===== config.mk =====
export PLATFORM = sky130hd
export DESIGN_NAME = rmfc_top
export DESIGN_NICKNAME = d
export VERILOG_FILES = /design/src/rtl/rmfc_pkg.sv /design/src/rtl/rmfc_top.sv /design/src/rtl/rmfc_sync.sv
export SDC_FILE = /design/constraint.sdc
export NUM_CORES = 1
export LEC_CHECK = 0
export BUFFER_PORTS_ARGS = -buffer_cell sky130_fd_sc_hd__buf_2
export CAP_MARGIN = 15
export CORE_ASPECT_RATIO = 0.9
export CORE_MARGIN = 2
export CORE_UTILIZATION = 50
export DETAILED_ROUTE_END_ITERATION = 7
export MAX_ROUTING_LAYER = met4
export PLACE_DENSITY = 0.74
export SLEW_MARGIN = 0
export SYNTH_ARGS = -nofsm -noshare
export SYNTH_HDL_FRONTEND = slang
export SYNTH_SLANG_ARGS = --single-unit
export TNS_END_PERCENT = 100

===== constraint.sdc =====
create_clock -name clk_sys -period 4.6 [get_ports clk_sys]
set_input_delay 0.69 -clock clk_sys [delete_from_list [all_inputs] [get_ports clk_sys]]
set_output_delay 0.69 -clock clk_sys [all_outputs]
set_load 0.01 [all_outputs]

===== src/rtl/rmfc_pkg.sv =====
// constants shared by the regulator mode and fault control block
package rmfc_pkg;
	localparam logic [7:0] BUCK_CTRL_ADDR = 8'h3C;
	localparam logic [7:0] BUCK_CTRL_RESET = 8'h24;
	localparam int STATE_LSB = 0;
	localparam int WAKE_LSB = 3;
	localparam int VSEL_LSB = 6;
	localparam logic [2:0] ST_OFF = 3'h4;
	localparam logic [2:0] ST_PFM = 3'h5;
	localparam logic [2:0] ST_SKIP = 3'h6;
	localparam logic [2:0] ST_PWM = 3'h7;
	localparam logic [1:0] VSEL_1V25 = 2'h0;
	localparam logic [1:0] VSEL_1V0 = 2'h1;
	localparam logic DISCH_RESET = 1'h1;
	localparam int CLK_HZ = 10000000;
	localparam int SOFT_START_US = 4000;
	localparam int SOFT_START_CYC = SOFT_START_US * (CLK_HZ / 1000000);
endpackage : rmfc_pkg


===== src/rtl/rmfc_top.sv =====
// buck control register and boost fault sequencing
`timescale 1ns/1ps
`default_nettype none
module rmfc_top #(
	parameter int SOFT_START_CYCLES = rmfc_pkg::SOFT_START_CYC
) (
	// clock and reset
	input wire logic clk_sys,
	input wire logic rst,
	// register port
	input wire logic [7:0] reg_addr,
	input wire logic reg_wr,
	input wire logic [7:0] reg_wdata,
	output logic [7:0] reg_rdata,
	input wire logic disch_wr,
	input wire logic disch_wdata,
	output logic boost_discharge_disable,
	// wake pin, asynchronous
	input wire logic standby_exit_pin,
	// buck decoded outputs
	output logic buck_off,
	output logic buck_pfm,
	output logic buck_skip,
	output logic buck_pwm,
	output logic buck_sel_1v25,
	output logic buck_sel_1v0_link,
	// boost control and analog comparators, asynchronous
	input wire logic boost_enable,
	input wire logic cmp_under_voltage,
	input wire logic cmp_uv_recovered,
	input wire logic cmp_over_current,
	input wire logic cmp_short,
	input wire logic cmp_over_voltage,
	// boost outputs
	output logic boost_run,
	output logic boost_switch_off,
	output logic boost_current_limit,
	output logic uv_cmp_enable,
	output logic isolation_gate_drive,
	output logic discharge_enable,
	output logic boost_fault_flag,
	output logic regulator_fault_irq
);
	// refuse settings that the counter and the field map cannot serve
	if (SOFT_START_CYCLES < 1 || SOFT_START_CYCLES > 65535) begin : g_bad_soft_start
		$error("soft start count out of range");
	end
	if (rmfc_pkg::SOFT_START_CYC > 65535) begin : g_bad_soft_default
		$error("default soft start count too wide for the timer");
	end
	if (rmfc_pkg::STATE_LSB + 3 > rmfc_pkg::WAKE_LSB) begin : g_bad_state_field
		$error("state field overlaps wake field");
	end
	if (rmfc_pkg::WAKE_LSB + 3 > rmfc_pkg::VSEL_LSB) begin : g_bad_wake_field
		$error("wake field overlaps voltage select");
	end
	if (rmfc_pkg::VSEL_LSB + 2 > 8) begin : g_bad_vsel_field
		$error("voltage select outside the register");
	end

	logic [7:0] buck_rail_control_r;
	logic [6:0] s_q;
	logic wake_s, en_s, uv_s, uvok_s, oc_s, sc_s, ov_s;
	logic wake_d_r;
	logic en_d_r;
	logic startup_r;
	logic uv_r;
	logic latched_r;
	logic softstart_r;
	logic [15:0] ss_cnt_r;
	logic disch_r;
	logic [2:0] wake_code;
	logic [2:0] st;
	logic [1:0] vsel;
	logic rail_on;

	// single-cycle events and fault terms
	logic wr_hit;
	logic rd_hit;
	logic wake_rise;
	logic en_rise;
	logic ss_active;
	logic startup_done;
	logic oc_fault;
	logic fault_any;

	// next values of the registered buck decode
	logic buck_off_nxt;
	logic buck_pfm_nxt;
	logic buck_skip_nxt;
	logic buck_pwm_nxt;
	logic sel_1v25_nxt;
	logic sel_1v0_nxt;

	// next values of the registered boost outputs
	logic boost_run_nxt;
	logic switch_off_nxt;
	logic current_limit_nxt;
	logic uv_cmp_enable_nxt;
	logic gate_drive_nxt;
	logic discharge_enable_nxt;
	logic fault_flag_nxt;

	// every pin and comparator goes through two flops
	rmfc_sync #(.W(7)) u_sync (
		.clk_sys(clk_sys),
		.rst(rst),
		.d({standby_exit_pin, boost_enable, cmp_under_voltage, cmp_uv_recovered,
			cmp_over_current, cmp_short, cmp_over_voltage}),
		.q(s_q)
	);
	assign {wake_s, en_s, uv_s, uvok_s, oc_s, sc_s, ov_s} = s_q;

	assign wake_code = buck_rail_control_r[rmfc_pkg::WAKE_LSB +: 3];
	assign st = buck_rail_control_r[rmfc_pkg::STATE_LSB +: 3];
	assign vsel = buck_rail_control_r[rmfc_pkg::VSEL_LSB +: 2];

	// strobes derived from the bus and from the synchronised pins
	assign wr_hit = reg_wr && (reg_addr == rmfc_pkg::BUCK_CTRL_ADDR);
	assign rd_hit = reg_addr == rmfc_pkg::BUCK_CTRL_ADDR;
	assign wake_rise = wake_s && !wake_d_r;
	assign en_rise = en_s && !en_d_r;

	// buck register; wake copy on pin rising edge wins over a write
	always_ff @(posedge clk_sys) begin
		if (rst) begin
			buck_rail_control_r <= rmfc_pkg::BUCK_CTRL_RESET;
			wake_d_r <= 1'b0;
		end else begin
			wake_d_r <= wake_s;
			if (wr_hit) begin
				buck_rail_control_r <= reg_wdata;
			end
			if (wake_rise && wake_code[2]) begin // codes 0..3 do not copy
				buck_rail_control_r[rmfc_pkg::STATE_LSB +: 3] <= wake_code;
			end
		end
	end

	// read mux, unmapped addresses read zero
	always_ff @(posedge clk_sys) begin
		if (rst) begin
			reg_rdata <= 8'h00;
		end else begin
			reg_rdata <= rd_hit ? buck_rail_control_r : 8'h00;
		end
	end

	// state decode; reserved codes fall back to off
	always_comb begin
		buck_off_nxt = 1'b0;
		buck_pfm_nxt = 1'b0;
		buck_skip_nxt = 1'b0;
		buck_pwm_nxt = 1'b0;
		unique case (st)
			rmfc_pkg::ST_OFF: buck_off_nxt = 1'b1;
			rmfc_pkg::ST_PFM: buck_pfm_nxt = 1'b1;
			rmfc_pkg::ST_SKIP: buck_skip_nxt = 1'b1;
			rmfc_pkg::ST_PWM: buck_pwm_nxt = 1'b1;
			default: buck_off_nxt = 1'b1; // reserved code keeps the rail safe
		endcase
	end

	// voltage select decode; codes 2 and 3 drive neither level
	always_comb begin
		sel_1v25_nxt = 1'b0;
		sel_1v0_nxt = 1'b0;
		unique case (vsel)
			rmfc_pkg::VSEL_1V25: sel_1v25_nxt = 1'b1;
			rmfc_pkg::VSEL_1V0: sel_1v0_nxt = 1'b1;
			default: sel_1v25_nxt = 1'b0; // reserved, no level selected
		endcase
	end

	// registered decode; reset leaves the buck off
	always_ff @(posedge clk_sys) begin
		if (rst) begin
			buck_off <= 1'b1;
			buck_pfm <= 1'b0;
			buck_skip <= 1'b0;
			buck_pwm <= 1'b0;
			buck_sel_1v25 <= 1'b0;
			buck_sel_1v0_link <= 1'b0;
		end else begin
			buck_off <= buck_off_nxt;
			buck_pfm <= buck_pfm_nxt;
			buck_skip <= buck_skip_nxt;
			buck_pwm <= buck_pwm_nxt;
			buck_sel_1v25 <= sel_1v25_nxt;
			buck_sel_1v0_link <= sel_1v0_nxt;
		end
	end

	// discharge-disable bit, separate control register
	always_ff @(posedge clk_sys) begin
		if (rst) begin
			disch_r <= rmfc_pkg::DISCH_RESET;
		end else if (disch_wr) begin
			disch_r <= disch_wdata;
		end
	end
	assign boost_discharge_disable = disch_r;

	// soft start timer, short detector masked while it runs
	always_ff @(posedge clk_sys) begin
		if (rst) begin
			en_d_r <= 1'b0;
			softstart_r <= 1'b0;
			ss_cnt_r <= 16'h0000;
		end else begin
			en_d_r <= en_s;
			if (!en_s) begin
				softstart_r <= 1'b0;
				ss_cnt_r <= 16'h0000;
			end else if (!en_d_r) begin
				softstart_r <= 1'b1;
				ss_cnt_r <= 16'(SOFT_START_CYCLES - 1);
			end else if (softstart_r) begin
				if (ss_cnt_r == 16'h0000) begin
					softstart_r <= 1'b0;
				end else begin
					ss_cnt_r <= ss_cnt_r - 16'h0001;
				end
			end
		end
	end

	// latched short or over-voltage, cleared only by disabling the rail
	always_ff @(posedge clk_sys) begin
		if (rst) begin
			latched_r <= 1'b0;
		end else if (!en_s) begin
			latched_r <= 1'b0;
		end else if ((sc_s && !ss_active) || ov_s) begin
			latched_r <= 1'b1;
		end
	end

	// start-up: flag held until output is steady
	always_ff @(posedge clk_sys) begin
		if (rst) begin
			startup_r <= 1'b0;
		end else if (en_rise) begin
			startup_r <= 1'b1;
		end else if (!en_s || startup_done) begin
			startup_r <= 1'b0;
		end
	end

	// under-voltage with hysteresis after start-up
	always_ff @(posedge clk_sys) begin
		if (rst) begin
			uv_r <= 1'b0;
		end else if (!en_s || startup_r) begin
			uv_r <= 1'b0;
		end else if (uv_s) begin
			uv_r <= 1'b1;
		end else if (uvok_s) begin
			uv_r <= 1'b0; // flag itself still or-ed with others
		end
	end

	// the timer only loads on the first enabled cycle, so mask that one too
	assign ss_active = softstart_r || !en_d_r;
	assign startup_done = uvok_s && !ss_active; // ramp over, output steady

	// fault terms: any single source holds the flag
	assign rail_on = en_s && !latched_r;
	assign oc_fault = oc_s && rail_on;
	assign fault_any = startup_r || uv_r || oc_fault || latched_r;
	assign fault_flag_nxt = en_s && fault_any;

	// next values of the boost outputs
	assign boost_run_nxt = rail_on;
	assign switch_off_nxt = !rail_on || oc_s;
	assign current_limit_nxt = oc_fault;
	assign uv_cmp_enable_nxt = en_s;
	// gate drive held only while enabled and no short or over-voltage shutdown latched
	assign gate_drive_nxt = rail_on;
	// discharge only with the rail off and the host not inhibiting it
	assign discharge_enable_nxt = !en_s && !disch_r;

	// outputs from flops: one cycle later, but no glitches on the pins
	always_ff @(posedge clk_sys) begin
		if (rst) begin
			boost_run <= 1'b0;
			boost_switch_off <= 1'b1;
			boost_current_limit <= 1'b0;
			uv_cmp_enable <= 1'b0;
			isolation_gate_drive <= 1'b0;
			discharge_enable <= 1'b0;
			boost_fault_flag <= 1'b0;
			regulator_fault_irq <= 1'b0;
		end else begin
			boost_run <= boost_run_nxt;
			boost_switch_off <= switch_off_nxt;
			boost_current_limit <= current_limit_nxt;
			uv_cmp_enable <= uv_cmp_enable_nxt;
			isolation_gate_drive <= gate_drive_nxt;
			discharge_enable <= discharge_enable_nxt;
			boost_fault_flag <= fault_flag_nxt;
			regulator_fault_irq <= fault_flag_nxt;
		end
	end
endmodule : rmfc_top
`default_nettype wire


===== src/rtl/rmfc_sync.sv =====
// two-flop synchroniser for asynchronous inputs
`timescale 1ns/1ps
`default_nettype none
module rmfc_sync #(
	parameter int W = 1
) (
	// clock
	input wire logic clk_sys,
	input wire logic rst,
	// data
	input wire logic [W-1:0] d,
	output logic [W-1:0] q
);
	logic [W-1:0] meta_r;

	// first stage feeds only the second
	always_ff @(posedge clk_sys) begin
		if (rst) begin
			meta_r <= '0;
			q <= '0;
		end else begin
			meta_r <= d;
			q <= meta_r;
		end
	end
endmodule : rmfc_sync
`default_nettype wire


==> results.rst, run 1 <==
.. list-table::
   :header-rows: 1

   * - Metric
     - Value
   * - Status
     - finished, final reports clean
   * - Area share of the largest cell type after synthesis
     - 56.0%
   * - CTS sink cnt
     - 64
   * - Cell type with the largest total area after synthesis
     - sky130_fd_sc_hd__dfxtp_1
   * - Post-layout instance area
     - 0.00274 mm^2
   * - Post-CTS setup-driven buffer insertion count
     - 0
   * - Fraction of final layout cells sized beyond drive strength 1
     - 24.7%
   * - Detail Placement HPWL
     - 2850 um
   * - Capturing element type of the critical path
     - flip-flop
   * - Worst R2R Start
     - ss_cnt_r[0]$_SDFFE_PP0P_
   * - Number of resized instances in the post-cts repair step
     - 0
   * - Finished Layout Cells
     - 341
   * - Cell variety after synth
     - 40
   * - LEAKAGE
     - 1.21 nW
   * - Max VDD drop
     - 245 uV
   * - Worst clock skew
     - 0.00546 ns
   * - Max Freq
     - 436 MHz
   * - Worst relative slew slack
     - 54.5%
   * - Clock transition time at the flip-flop clock pins of the worst setup and hold paths
     - 0.06 ns
   * - Remaining antenna violation count
     - 0
   * - Final count of negative-setup-slack endpoints
     - 0
   * - Cells after synthesis
     - 224
   * - Utilization after layout
     - 61.7%
   * - Critical path fanouts, max
     - 11
   * - Worst slack at placement
     - 2.27 ns
   * - Number of buffers created by CTS
     - 9
   * - Post-Syn Area per Cell
     - 10.2 um^2
   * - Standard-cell row count
     - 23
   * - Total via count in the routed design
     - 1744
   * - Area added between synthesis and finish
     - 19.5%
   * - Leading post-synthesis cells by cell area
     - sky130_fd_sc_hd__dfxtp_1 (56%), sky130_fd_sc_hd__nor2b_1 (4.6%), sky130_fd_sc_hd__or3_1 (3.8%)
   * - CP required
     - 4.83 ns
   * - Crit path from
     - ss_cnt_r[0]$_SDFFE_PP0P_
   * - Vertical die dimension
     - 68.2 um
   * - Count of state elements after synthesis
     - 64
   * - I/O pin cnt
     - 51
   * - Capture instance of the worst register-to-register path
     - ss_cnt_r[1]$_SDFFE_PP0P_
   * - Routed wire per std cell
     - 12.0 um
   * - Number of maximum-capacitance constraint violations
     - 0
   * - Clock root buffer
     - sky130_fd_sc_hd__clkbuf_8
   * - Post-synth EDFFs
     - 0
   * - Clock latency on the worst-skew pair
     - 0.33 ns
   * - Maximum number of pins on one net before global-route repair
     - 31
   * - Predominant post-synthesis flop cell
     - sky130_fd_sc_hd__dfxtp_1
   * - Number of antenna violations at the first check in global routing
     - 0
   * - Number of hold-slack violations in the final timing report
     - 0
   * - Data arrival, critical path
     - 2.53 ns
   * - Number of pins exceeding their max-slew limit in the final report
     - 0
   * - Most common library cell in the layout ignoring fill and taps
     - sky130_fd_sc_hd__dfxtp_1
   * - All-layer global routing usage
     - 18.2%
   * - Port Buf Inserts
     - 50
   * - Hold-fix buffers at CTS
     - 0
   * - Kind of path behind the tightest hold check
     - reg2reg
   * - CTS HTree Levels
     - 3
   * - Setup repair after global routing missed its margin
     - false
   * - FF-to-FF setup slack
     - 2.30 ns
   * - Number of cells after detailed placement
     - 326
   * - DRC violations left
     - 0
   * - Final setup TNS
     - 0 ns
   * - Last weighted congestion value of the routability-driven placer
     - 0.822
   * - Area enclosed by the die boundary
     - 0.00514 mm^2
   * - Critical path startpoint category
     - flip-flop
   * - Fin crit share
     - 49.9%
   * - Min Tclk post-route
     - 2.30 ns
   * - Measured slew at the worst slew-check pin
     - 0.682 ns
   * - Post-synth ARST share
     - 0%
   * - Kind of critical path
     - reg2reg
   * - Area of the core
     - 0.00443 mm^2
   * - Number of design-rule violations left by the first detailed-router iteration
     - 66
   * - Starting utilization of the core area
     - 51.7%
   * - Register area share after synthesis
     - 56.0%
   * - End of the critical path
     - ss_cnt_r[1]$_SDFFE_PP0P_
   * - Final net count
     - 304
   * - Number of antenna diodes
     - 0
   * - CTS tree
     - done
   * - Post-DR vias/cell
     - 5.11
   * - Worst hold path startpoint
     - u_sync.q[5]$_SDFF_PP0_
   * - Area of the mapped netlist
     - 0.00229 mm^2
   * - Standard cell area after detailed placement
     - 0.00256 mm^2
   * - Number of global-route vias before repair
     - 1509
   * - Wire length of the first global-routing pass
     - 6670 um
   * - Routed Wire Length
     - 4100 um
   * - Count of TritonRoute iterations in the first routing pass
     - 4
   * - Number of cells on the worst reg-to-reg path
     - 6
   * - Count of yosys warnings during synthesis
     - 0
   * - Die Span X
     - 75.3 um
   * - Commonest cells after routing, fill and taps aside
     - sky130_fd_sc_hd__dfxtp_1 (64), sky130_fd_sc_hd__buf_2 (50), sky130_fd_sc_hd__nor2b_1 (17)
   * - Min setup slack post-route
     - 2.30 ns
   * - Total power per unit cell area
     - 381 mW/mm^2
   * - Max clock buf depth
     - 2
   * - Number of nets produced by synthesis
     - 253
   * - Total gr overflow
     - 0
-- critical path, stage by stage (launching register included) --
cell and delay, ns:
sky130_fd_sc_hd__dfxtp_1 0.31, sky130_fd_sc_hd__inv_1 0.08, sky130_fd_sc_hd__ha_1 0.19, sky130_fd_sc_hd__or4b_4 0.52, sky130_fd_sc_hd__o41ai_4 0.67, sky130_fd_sc_hd__nor2_1 0.14, sky130_fd_sc_hd__a311oi_2 0.27
-- metal layers --
| layer | routed length [um] | GRT usage (%) |
|---|---|---|
| met1 | 1900 | 21.8 |
| met2 | 1930 | 26.1 |
| met3 | 183 | 7.81 |
| met4 | 83 | 9.43 |
| met5 | 0 | - |
-- how the worst min path moves through the flow --
stage | endpoint | slack [ns] | depth (start not counted)
floorplan | discharge_enable$_SDFF_PP0_ | 0.40 | 1
global placement | u_sync.q[4]$_SDFF_PP0_ | 0.42 | 1
detailed placement | discharge_enable$_SDFF_PP0_ | 0.43 | 1
CTS | discharge_enable$_SDFF_PP0_ | 0.44 | 1
global route | u_sync.q[3]$_SDFF_PP0_ | 0.46 | 1
finish | discharge_enable$_SDFF_PP0_ | 0.43 | 1
-- through the flow --
step	hold slack, ns	power, mW
global placement	0.420	0.642
detailed placement	0.428	0.644
finish	0.432	1.04
floorplan	0.399	0.623
global route	0.460	1.09
CTS	0.437	1.05
-- cells by family (layout without fill, tap and decap cells) --
group	count (synthesis)	in the layout	synth area share [%]
AO/OA/AOI/OAI	44	44	13.1
multiplexers	7	7	3.06
XOR/XNOR	1	1	0.383
adder cells (fa/ha/maj)	1	1	0.546
flip-flops	64	64	56.0
AND/OR/NAND/NOR	90	90	23.4
buffers and inverters	17	72	3.50
-- registers in the layout, summed over array words and instances (netlist names), 7 cells and up --
signal,flops
u_sync.q,7
ss_cnt_r,16
u_sync.meta_r,7
reg_rdata,8
buck_rail_control_r,8
-- Yosys cell counts (3+ instances only) --
cell                       count
sky130_fd_sc_hd__or3_1        14
sky130_fd_sc_hd__nand2_1       5
sky130_fd_sc_hd__inv_1         7
sky130_fd_sc_hd__or4_1         6
sky130_fd_sc_hd__and2_1        8
sky130_fd_sc_hd__nor4_1        3
sky130_fd_sc_hd__nor2_1       15
sky130_fd_sc_hd__a21oi_1      10
sky130_fd_sc_hd__nor3_1        5
sky130_fd_sc_hd__o31ai_1       6
sky130_fd_sc_hd__o21ai_0      11
sky130_fd_sc_hd__dfxtp_1      64
sky130_fd_sc_hd__clkbuf_1      5
sky130_fd_sc_hd__nor2b_1      17
sky130_fd_sc_hd__mux2i_1       7
sky130_fd_sc_hd__a31oi_1       8
-- report_power, final --
group          leakage [nW]  switching (mW)  internal (mW)
Sequential            0.521         0.00795          0.568
Combinational         0.598          0.0286         0.0270
Clock                0.0882           0.192          0.220
Total                  1.21           0.229          0.814
-- layout make-up --
cell class,instances,area (um^2)
clock inverter,3,17.5
fill,398,1700
clock buffer,12,155
multi-input combinational,143,928
inverter,7,26.3
tap,62,77.6
sequential,64,1280
timing repair buffer,50,250
No activity file was read; power rests on OpenSTA's default activity.
==> run 2, diff against run 1 <==
Settings changed: ABC_AREA set to 1, PLACE_DENSITY 0.74 to 0.73.
Clock period 4.6 ns to 2.2 ns, I/O delays scaled along.
==> results.rst, run 2 <==
.. list-table::
   :header-rows: 1

   * - Metric
     - Value
   * - DRC violations left
     - 0 (unchanged)
   * - All-layer global routing usage
     - 19.4% (was 18.2%)
   * - Register area share after synthesis
     - 51.6% (was 56.0%)
   * - Worst clock skew
     - 0.00745 ns (was 0.00546 ns)
   * - Area of the core
     - 0.00480 mm^2 (was 0.00443 mm^2)
   * - Number of global-route vias before repair
     - 1951 (was 1509)
   * - Leading post-synthesis cells by cell area
     - sky130_fd_sc_hd__dfxtp_1 (52%), sky130_fd_sc_hd__inv_1 (8.8%), sky130_fd_sc_hd__nand2_1 (7.3%) (was sky130_fd_sc_hd__dfxtp_1 (56%), sky130_fd_sc_hd__nor2b_1 (4.6%), sky130_fd_sc_hd__or3_1 (3.8%))
   * - Number of antenna diodes
     - 0 (unchanged)
   * - Worst slack at placement
     - 0.555 ns (was 2.27 ns)
   * - CTS tree
     - done (unchanged)
   * - FF-to-FF setup slack
     - 0.52 ns (was 2.30 ns)
   * - Detail Placement HPWL
     - 3320 um (was 2850 um)
   * - Min Tclk post-route
     - 1.68 ns (was 2.30 ns)
   * - Critical path startpoint category
     - flip-flop (unchanged)
   * - Cell type with the largest total area after synthesis
     - sky130_fd_sc_hd__dfxtp_1 (unchanged)
   * - Cell variety after synth
     - 24 (was 40)
   * - Number of buffers created by CTS
     - 9 (unchanged)
   * - Total gr overflow
     - 0 (unchanged)
   * - Starting utilization of the core area
     - 51.7% (about the same)
   * - Max Freq
     - 594 MHz (was 436 MHz)
   * - Number of cells on the worst reg-to-reg path
     - 10 (was 6)
   * - Most common library cell in the layout ignoring fill and taps
     - sky130_fd_sc_hd__dfxtp_1 (unchanged)
   * - Met2 global-route usage
     - 30.1% (was 26.1%)
   * - Largest regs
     - ss_cnt_r x16, buck_rail_control_r x8, reg_rdata x8 (unchanged)
   * - Max clock buf depth
     - 2 (unchanged)
   * - Maximum number of pins on one net before global-route repair
     - 26 (was 31)
   * - Clock latency on the worst-skew pair
     - 0.34 ns (was 0.33 ns)
   * - Post-Syn Area per Cell
     - 7.62 um^2 (was 10.2 um^2)
   * - Commonest cells after routing, fill and taps aside
     - sky130_fd_sc_hd__dfxtp_1 (64), sky130_fd_sc_hd__inv_1 (58), sky130_fd_sc_hd__buf_2 (50) (was sky130_fd_sc_hd__dfxtp_1 (64), sky130_fd_sc_hd__buf_2 (50), sky130_fd_sc_hd__nor2b_1 (17))
   * - Predominant post-synthesis flop cell
     - sky130_fd_sc_hd__dfxtp_1 (unchanged)
   * - Die Span X
     - 78.3 um (was 75.3 um)
   * - Area of the mapped netlist
     - 0.00248 mm^2 (was 0.00229 mm^2)
   * - Capturing element type of the critical path
     - flip-flop (unchanged)
   * - Synth top cells by count
     - sky130_fd_sc_hd__dfxtp_1 (64), sky130_fd_sc_hd__inv_1 (58), sky130_fd_sc_hd__nand2_1 (48), sky130_fd_sc_hd__nor2_1 (47), sky130_fd_sc_hd__a21oi_1 (21) (was sky130_fd_sc_hd__dfxtp_1 (64), sky130_fd_sc_hd__nor2b_1 (17), sky130_fd_sc_hd__nor2_1 (15), sky130_fd_sc_hd__or3_1 (14), sky130_fd_sc_hd__o21ai_0 (11))
   * - Status
     - finished, final reports clean (unchanged)
   * - Max reg flops
     - 16 (unchanged)
   * - Number of antenna violations at the first check in global routing
     - 0 (unchanged)
   * - Area share of the largest cell type after synthesis
     - 51.6% (was 56.0%)
   * - Post-synth ARST share
     - 0% (unchanged)
   * - Measured slew at the worst slew-check pin
     - 0.567 ns (was 0.682 ns)
   * - Count of TritonRoute iterations in the first routing pass
     - 4 (unchanged)
   * - Wire length of the first global-routing pass
     - 8220 um (was 6670 um)
   * - Worst relative slew slack
     - 62.1% (was 54.5%)
   * - Max VDD drop
     - 709 uV (was 245 uV)
   * - Clock root buffer
     - sky130_fd_sc_hd__clkbuf_8 (unchanged)
   * - Clock transition time at the flip-flop clock pins of the worst setup and hold paths
     - 0.07 ns (was 0.06 ns)
   * - Count of state elements after synthesis
     - 64 (unchanged)
   * - Total via count in the routed design
     - 2079 (was 1744)
   * - Area enclosed by the die boundary
     - 0.00555 mm^2 (was 0.00514 mm^2)
   * - Setup repair after global routing missed its margin
     - false (unchanged)
   * - Post-synth EDFFs
     - 0 (unchanged)
   * - Last weighted congestion value of the routability-driven placer
     - 0.903 (was 0.822)
   * - Port Buf Inserts
     - 50 (unchanged)
   * - CTS sink cnt
     - 64 (unchanged)
   * - Count of yosys warnings during synthesis
     - 0 (unchanged)
   * - Vertical die dimension
     - 70.9 um (was 68.2 um)
   * - Min setup slack post-route
     - 0.516 ns (was 2.30 ns)
   * - Fin crit share
     - 76.5% (was 49.9%)
   * - Kind of path behind the tightest hold check
     - in2reg (was reg2reg)
   * - Number of pins exceeding their max-slew limit in the final report
     - 0 (unchanged)
   * - Final net count
     - 406 (was 304)
   * - Kind of critical path
     - reg2reg (unchanged)
   * - Highest-utilization routing layer at the global route stage
     - met2 (unchanged)
   * - Critical path fanouts, max
     - 12 (was 11)
   * - Area added between synthesis and finish
     - 21.0% (was 19.5%)
   * - Register bank with the most flops
     - ss_cnt_r (unchanged)
   * - Hold-fix buffers at CTS
     - 0 (unchanged)
   * - Post-DR vias/cell
     - 4.65 (was 5.11)
   * - Final count of negative-setup-slack endpoints
     - 0 (unchanged)
   * - Total power per unit cell area
     - 864 mW/mm^2 (was 381 mW/mm^2)
   * - Fraction of final layout cells sized beyond drive strength 1
     - 22.0% (was 24.7%)
   * - CTS HTree Levels
     - 3 (unchanged)
   * - Remaining antenna violation count
     - 0 (unchanged)
   * - Number of maximum-capacitance constraint violations
     - 0 (unchanged)
   * - Number of hold-slack violations in the final timing report
     - 0 (unchanged)
   * - GR met1 Demand/Resource
     - 23.5% (was 21.8%)
   * - LEAKAGE
     - 1.44 nW (was 1.21 nW)
   * - Number of fill cells
     - 451 (was 398)
   * - Routed wire per std cell
     - 10.2 um (was 12.0 um)
   * - Cells after synthesis
     - 326 (was 224)
   * - Global routing usage on met3
     - 6.89% (was 7.81%)
   * - Number of design-rule violations left by the first detailed-router iteration
     - 86 (was 66)
   * - I/O pin cnt
     - 51 (unchanged)
   * - Routed Wire Length
     - 4580 um (was 4100 um)
   * - Data arrival, critical path
     - 1.92 ns (was 2.53 ns)
   * - Hold path cells
     - 2 (was 1)
   * - Number of nets produced by synthesis
     - 355 (was 253)
   * - Number of resized instances in the post-cts repair step
     - 0 (unchanged)
   * - Library cell with the highest instance count after synthesis
     - sky130_fd_sc_hd__dfxtp_1 (unchanged)
   * - CP required
     - 2.43 ns (was 4.83 ns)
   * - Standard-cell row count
     - 24 (was 23)
   * - Final setup TNS
     - 0 ns (unchanged)
   * - Post-CTS setup-driven buffer insertion count
     - 0 (unchanged)
==> run 2: cell types whose count changed after synthesis, sizes merged, moves of 7 or more <==
| cell | delta |
|---|---|
| inv | +51 |
| nor2b | -17 |
| nor2 | +40 |
| nand3 | +18 |
| or3 | -14 |
| nand4 | +7 |
| mux2i | -7 |
| a21oi | +11 |
| nand2 | +49 |
| and2 | -8 |
==> run 2: cell families (layout without fill, tap and decap cells) <==
| logic type | count (synthesis) | in the layout | share of synthesized area, % |
|---|---|---|---|
| AND/OR/NAND/NOR | 148 | 148 | 27.0 |
| buffers and inverters | 70 | 126 | 11.8 |
| flip-flops | 64 | 64 | 51.6 |
| AO/OA/AOI/OAI | 41 | 41 | 8.41 |
| XOR/XNOR | 2 | 2 | 0.705 |
| adder cells (fa/ha/maj) | 1 | 1 | 0.504 |
==> run 2: path summary, 6_finish.rpt <==
path,from,to
worst min register to register,u_sync.meta_r[1]$_SDFF_PP0_,u_sync.q[1]$_SDFF_PP0_
worst max-delay path,ss_cnt_r[0]$_SDFFE_PP0P_,ss_cnt_r[5]$_SDFFE_PP0P_
worst max register to register,ss_cnt_r[0]$_SDFFE_PP0P_,ss_cnt_r[5]$_SDFFE_PP0P_
worst min-delay path,disch_wr,boost_discharge_disable$_SDFFE_PP1P_
==> run 2: critical path: stages (launching register included) <==
cell and delay, ns:
sky130_fd_sc_hd__dfxtp_1 0.33, sky130_fd_sc_hd__inv_1 0.06, sky130_fd_sc_hd__ha_1 0.25, sky130_fd_sc_hd__nand2_2 0.10, sky130_fd_sc_hd__nor2_2 0.05, sky130_fd_sc_hd__nand2_2 0.20
sky130_fd_sc_hd__nand2_2 0.20, sky130_fd_sc_hd__o21ai_0 0.20, sky130_fd_sc_hd__nand3_1 0.09, sky130_fd_sc_hd__nand2_1 0.06, sky130_fd_sc_hd__inv_1 0.03
==> run 2: layer usage <==
| layer | up-vias | share of wire (%) | wire length, um |
|---|---|---|---|
| met5 | - | 0 | 0 |
| met4 | 0 | 1.4 | 62 |
| met3 | 6 | 6.2 | 286 |
| met2 | 59 | 47 | 2150 |
| met1 | 898 | 45 | 2080 |
| li1 | 1116 | - | - |
==> run 2: layout make-up <==
class                      count  area, um^2  area share, %
timing repair buffer          52         265           8.83
clock buffer                   9         124           4.12
clock inverter                 7         125           4.16
multi-input combinational    192         910           30.3
inverter                      58         218           7.25
sequential                    64        1280           42.6
tap                           65        81.3           2.71
==> run 2: report_power, final <==
group          internal, mW  switching (mW)  total, mW
sequential             1.19          0.0153       1.20
combinational        0.0601          0.0936      0.154
clock                 0.766           0.474       1.24
==> run 2: stage by stage <==
stage	cells	utilization, %	hold WS, ns	power (mW)	cell area [um^2]
floorplan	326	-	0.388	1.34	2480
global placement	431	57.3	0.389	1.38	2760
detailed placement	431	57.3	0.395	1.38	2760
CTS	447	62.5	0.164	2.63	3000
global route	447	62.5	0.169	2.70	3000
finish	447	62.5	0.181	2.59	3000
==> run 3, diff against run 2 <==
Settings changed: CORE_UTILIZATION 50 to 48.
Clock period 2.2 ns to 1.45 ns, I/O delays scaled along.
==> results.rst, run 3 (synthesis gave the netlist of run 2 again) <==
.. list-table::
   :header-rows: 1

   * - Metric
     - Value
   * - Status
     - finished, final reports clean (unchanged)
   * - Number of cells on the worst reg-to-reg path
     - 11 (was 10)
   * - Fin crit share
     - 96.1% (was 76.5%)
   * - Internal Power
     - 2.60 mW (was 2.01 mW)
   * - Post-layout instance area
     - 0.00312 mm^2 (was 0.00300 mm^2)
   * - Number of maximum-capacitance constraint violations
     - 0 (unchanged)
   * - Worst R2R Start
     - ss_cnt_r[1]$_SDFFE_PP0P_ (was ss_cnt_r[0]$_SDFFE_PP0P_)
   * - Post-CTS setup-driven buffer insertion count
     - 0 (unchanged)
   * - Number of design-rule violations left by the first detailed-router iteration
     - 74 (was 86)
   * - Number of fill cells
     - 453 (was 451)
   * - Delay of the slowest cell on the worst path
     - 0.37 ns (was 0.33 ns)
   * - Clock transition time at the flip-flop clock pins of the worst setup and hold paths
     - 0.07 ns (about the same)
   * - Sequential fraction of design power
     - 52.2% (was 46.3%)
   * - Vertical die dimension
     - 72.2 um (was 70.9 um)
   * - Clock latency on the worst-skew pair
     - 0.34 ns (about the same)
   * - Kind of path behind the tightest hold check
     - in2reg (unchanged)
   * - Wire length of the first global-routing pass
     - 8240 um (was 8220 um)
   * - Kind of cell adding the most delay to the critical path
     - simple AND/OR/NAND/NOR gates (unchanged)
   * - Net switching power of the design
     - 889 uW (was 583 uW)
   * - CP required
     - 1.69 ns (was 2.43 ns)
   * - Post-DR vias/cell
     - 4.69 (was 4.65)
   * - Critical path fanouts, max
     - 5 (was 12)
   * - Total power per unit cell area
     - 1120 mW/mm^2 (was 864 mW/mm^2)
   * - Final setup TNS
     - 0 ns (unchanged)
   * - Switching portion of total power
     - 25.5% (was 22.5%)
   * - Worst relative slew slack
     - 74.4% (was 62.1%)
   * - Kind of critical path
     - reg2reg (unchanged)
   * - Measured slew at the worst slew-check pin
     - 0.384 ns (was 0.567 ns)
   * - Area added between synthesis and finish
     - 25.6% (was 21.0%)
   * - Register bank with the most flops
     - ss_cnt_r (unchanged)
   * - CTS sink cnt
     - 64 (unchanged)
   * - Number of antenna diodes
     - 0 (unchanged)
   * - Capture instance of the worst register-to-register path
     - ss_cnt_r[13]$_SDFFE_PP0P_ (was ss_cnt_r[5]$_SDFFE_PP0P_)
   * - Fraction of final layout cells sized beyond drive strength 1
     - 29.1% (was 22.0%)
   * - CTS HTree Levels
     - 3 (unchanged)
   * - Finished Layout Cells
     - 457 (was 447)
   * - Logic gate share of total power
     - 8.7% (was 5.9%)
   * - End of the critical path
     - ss_cnt_r[13]$_SDFFE_PP0P_ (was ss_cnt_r[5]$_SDFFE_PP0P_)
   * - Routed Wire Length
     - 5000 um (was 4580 um)
   * - Hold Worst Slack
     - 0.0747 ns (was 0.181 ns)
   * - Capturing element type of the critical path
     - flip-flop (unchanged)
   * - Standard-cell row count
     - 24 (unchanged)
   * - Data arrival, critical path
     - 1.63 ns (was 1.92 ns)
   * - All-layer global routing usage
     - 19.3% (was 19.4%)
   * - DRC violations left
     - 0 (unchanged)
   * - Worst clock skew
     - 0.00653 ns (was 0.00745 ns)
   * - Remaining antenna violation count
     - 0 (unchanged)
   * - Crit path from
     - ss_cnt_r[1]$_SDFFE_PP0P_ (was ss_cnt_r[0]$_SDFFE_PP0P_)
   * - Total design power
     - 3.49 mW (was 2.59 mW)
   * - Final net count
     - 416 (was 406)
   * - Worst slack at placement
     - -0.0310 ns (was 0.555 ns)
   * - Final count of negative-setup-slack endpoints
     - 0 (unchanged)
   * - Wl on met1
     - 2320 um (was 2080 um)
   * - CTS tree
     - done (unchanged)
   * - Number of cells after detailed placement
     - 441 (was 431)
   * - CP Cell Sequence
     - inv_2 > ha_4 > nand2_4 > nor2_4 > nand2_4 > buf_4 > nand3_4 > nor2_2 > nand2_2 > nand2_2 > nor2_2 (was inv_1 > ha_1 > nand2_2 > nor2_2 > nand2_2 > nand2_2 > o21ai_0 > nand3_1 > nand2_1 > inv_1)
   * - Min setup slack post-route
     - 0.0558 ns (was 0.516 ns)
   * - Last weighted congestion value of the routability-driven placer
     - 0.869 (was 0.903)
   * - Critical path startpoint category
     - flip-flop (unchanged)
   * - Number of pins exceeding their max-slew limit in the final report
     - 0 (unchanged)
   * - Utilization after layout
     - 63.3% (was 62.5%)
   * - Total gr overflow
     - 0 (unchanged)
   * - Sum of buffers and inverters on the critical path
     - 2 (unchanged)
   * - Starting utilization of the core area
     - 50.4% (was 51.7%)
   * - Largest regs
     - ss_cnt_r x16, buck_rail_control_r x8, reg_rdata x8 (unchanged)
   * - Detailed route wirelength on metal3
     - 269 um (was 286 um)
   * - Number of global-route vias before repair
     - 1996 (was 1951)
   * - Max reg flops
     - 16 (unchanged)
   * - Clock root buffer
     - sky130_fd_sc_hd__clkbuf_8 (unchanged)
   * - I/O pin cnt
     - 51 (unchanged)
   * - Number of buffers created by CTS
     - 9 (unchanged)
   * - Max Freq
     - 717 MHz (was 594 MHz)
   * - Total via count in the routed design
     - 2143 (was 2079)
   * - FF-to-FF setup slack
     - 0.06 ns (was 0.52 ns)
   * - Number of antenna violations at the first check in global routing
     - 0 (unchanged)
   * - Max clock buf depth
     - 2 (unchanged)
   * - Max VDD drop
     - 711 uV (was 709 uV)
   * - Count of TritonRoute iterations in the first routing pass
     - 4 (unchanged)
   * - Slowest stage cell, crit path
     - sky130_fd_sc_hd__dfxtp_2 (was sky130_fd_sc_hd__dfxtp_1)
   * - LEAKAGE
     - 1.49 nW (was 1.44 nW)
   * - Number of hold-slack violations in the final timing report
     - 0 (unchanged)
   * - Detail Placement HPWL
     - 3520 um (was 3320 um)
   * - Area of the core
     - 0.00492 mm^2 (was 0.00480 mm^2)
   * - Maximum number of pins on one net before global-route repair
     - 25 (was 26)
   * - Standard cell area after detailed placement
     - 0.00283 mm^2 (was 0.00276 mm^2)
   * - Port Buf Inserts
     - 50 (unchanged)
   * - Die Span X
     - 79.8 um (was 78.3 um)
   * - Clk pwr share
     - 39.1% (was 47.8%)
   * - Min Tclk post-route
     - 1.39 ns (was 1.68 ns)
   * - Routed wire per std cell
     - 10.9 um (was 10.2 um)
   * - Area enclosed by the die boundary
     - 0.00577 mm^2 (was 0.00555 mm^2)
   * - Highest routed layer
     - met4 (unchanged)
   * - Number of logic stages on the critical path including buffering
     - 11 (was 10)
   * - Most common library cell in the layout ignoring fill and taps
     - sky130_fd_sc_hd__dfxtp_1 (unchanged)
   * - Hold-fix buffers at CTS
     - 0 (unchanged)
   * - Commonest cells after routing, fill and taps aside
     - sky130_fd_sc_hd__dfxtp_1 (61), sky130_fd_sc_hd__inv_1 (55), sky130_fd_sc_hd__buf_2 (50) (was sky130_fd_sc_hd__dfxtp_1 (64), sky130_fd_sc_hd__inv_1 (58), sky130_fd_sc_hd__buf_2 (50))
   * - Met2 routed wirelength
     - 2320 um (was 2150 um)
run 3: cell types whose count changed in the layout (fill, tap and decap cells not counted), moves of 4 or more:
cell                      previous run  this run
sky130_fd_sc_hd__nor2_1             47        38
sky130_fd_sc_hd__buf_4               2        11
sky130_fd_sc_hd__o21ai_0            14        10
sky130_fd_sc_hd__nor2_2              7        11
sky130_fd_sc_hd__nor2_4              1         6
sky130_fd_sc_hd__nand2_4             0         4
sky130_fd_sc_hd__o21ai_1             3         7
run 3: repair_timing:
item,in CTS,in global routing
pin swaps,0,8
gates resized for setup,2,34
gates cloned,0,0
endpoints found under the setup margin,4,15
hold endpoints to repair,0,0
run 3: layout make-up:
| class | instances | area [um^2] | share of cell area [%] |
|---|---|---|---|
| Tap cell | 65 | 81.3 | 2.61 |
| Clock inverter | 6 | 43.8 | 1.40 |
| Multi-Input combinational cell | 192 | 1010 | 32.4 |
| Inverter | 58 | 218 | 6.98 |
| Timing Repair Buffer | 62 | 344 | 11.0 |
| Clock buffer | 10 | 138 | 4.41 |
| Sequential cell | 64 | 1280 | 41.2 |
run 3: worst register-to-register path, stage by stage, from the launching register on:
cell	delay, ns
sky130_fd_sc_hd__dfxtp_2	0.37
sky130_fd_sc_hd__inv_2	0.06
sky130_fd_sc_hd__ha_4	0.17
sky130_fd_sc_hd__nand2_4	0.08
sky130_fd_sc_hd__nor2_4	0.04
sky130_fd_sc_hd__nand2_4	0.09
sky130_fd_sc_hd__buf_4	0.15
sky130_fd_sc_hd__nand3_4	0.09
sky130_fd_sc_hd__nor2_2	0.10
sky130_fd_sc_hd__nand2_2	0.06
sky130_fd_sc_hd__nand2_2	0.06
sky130_fd_sc_hd__nor2_2	0.03
run 3: how the worst min path moves through the flow:
stage                                      from                                    to  slack, ns  cells after the start
floorplan                              disch_wr  boost_discharge_disable$_SDFFE_PP1P_       0.32                      1
global placement    u_sync.meta_r[1]$_SDFF_PP0_                u_sync.q[1]$_SDFF_PP0_       0.39                      2
detailed placement  u_sync.meta_r[0]$_SDFF_PP0_                u_sync.q[0]$_SDFF_PP0_       0.39                      2
CTS                                    disch_wr  boost_discharge_disable$_SDFFE_PP1P_       0.06                      2
global route                  cmp_under_voltage           u_sync.meta_r[4]$_SDFF_PP0_       0.08                      3
finish                                 disch_wr  boost_discharge_disable$_SDFFE_PP1P_       0.07                      2
run 3: power groups by stage:
stage	Clock, mW	Combinational (mW)	Sequential, mW
floorplan	0	0.169	1.86
global placement	0	0.258	1.86
detailed placement	0	0.265	1.86
CTS	1.41	0.267	1.82
global route	1.48	0.344	1.83
finish	1.36	0.305	1.82
run 3: layer usage:
metal / global-route usage, % / vias to the layer above
met4: 7.34 / 0
met1: 22.7 / 949
met5: - / -
met2: 30.2 / 47
met3: 7.34 / 11
li1: - / 1136
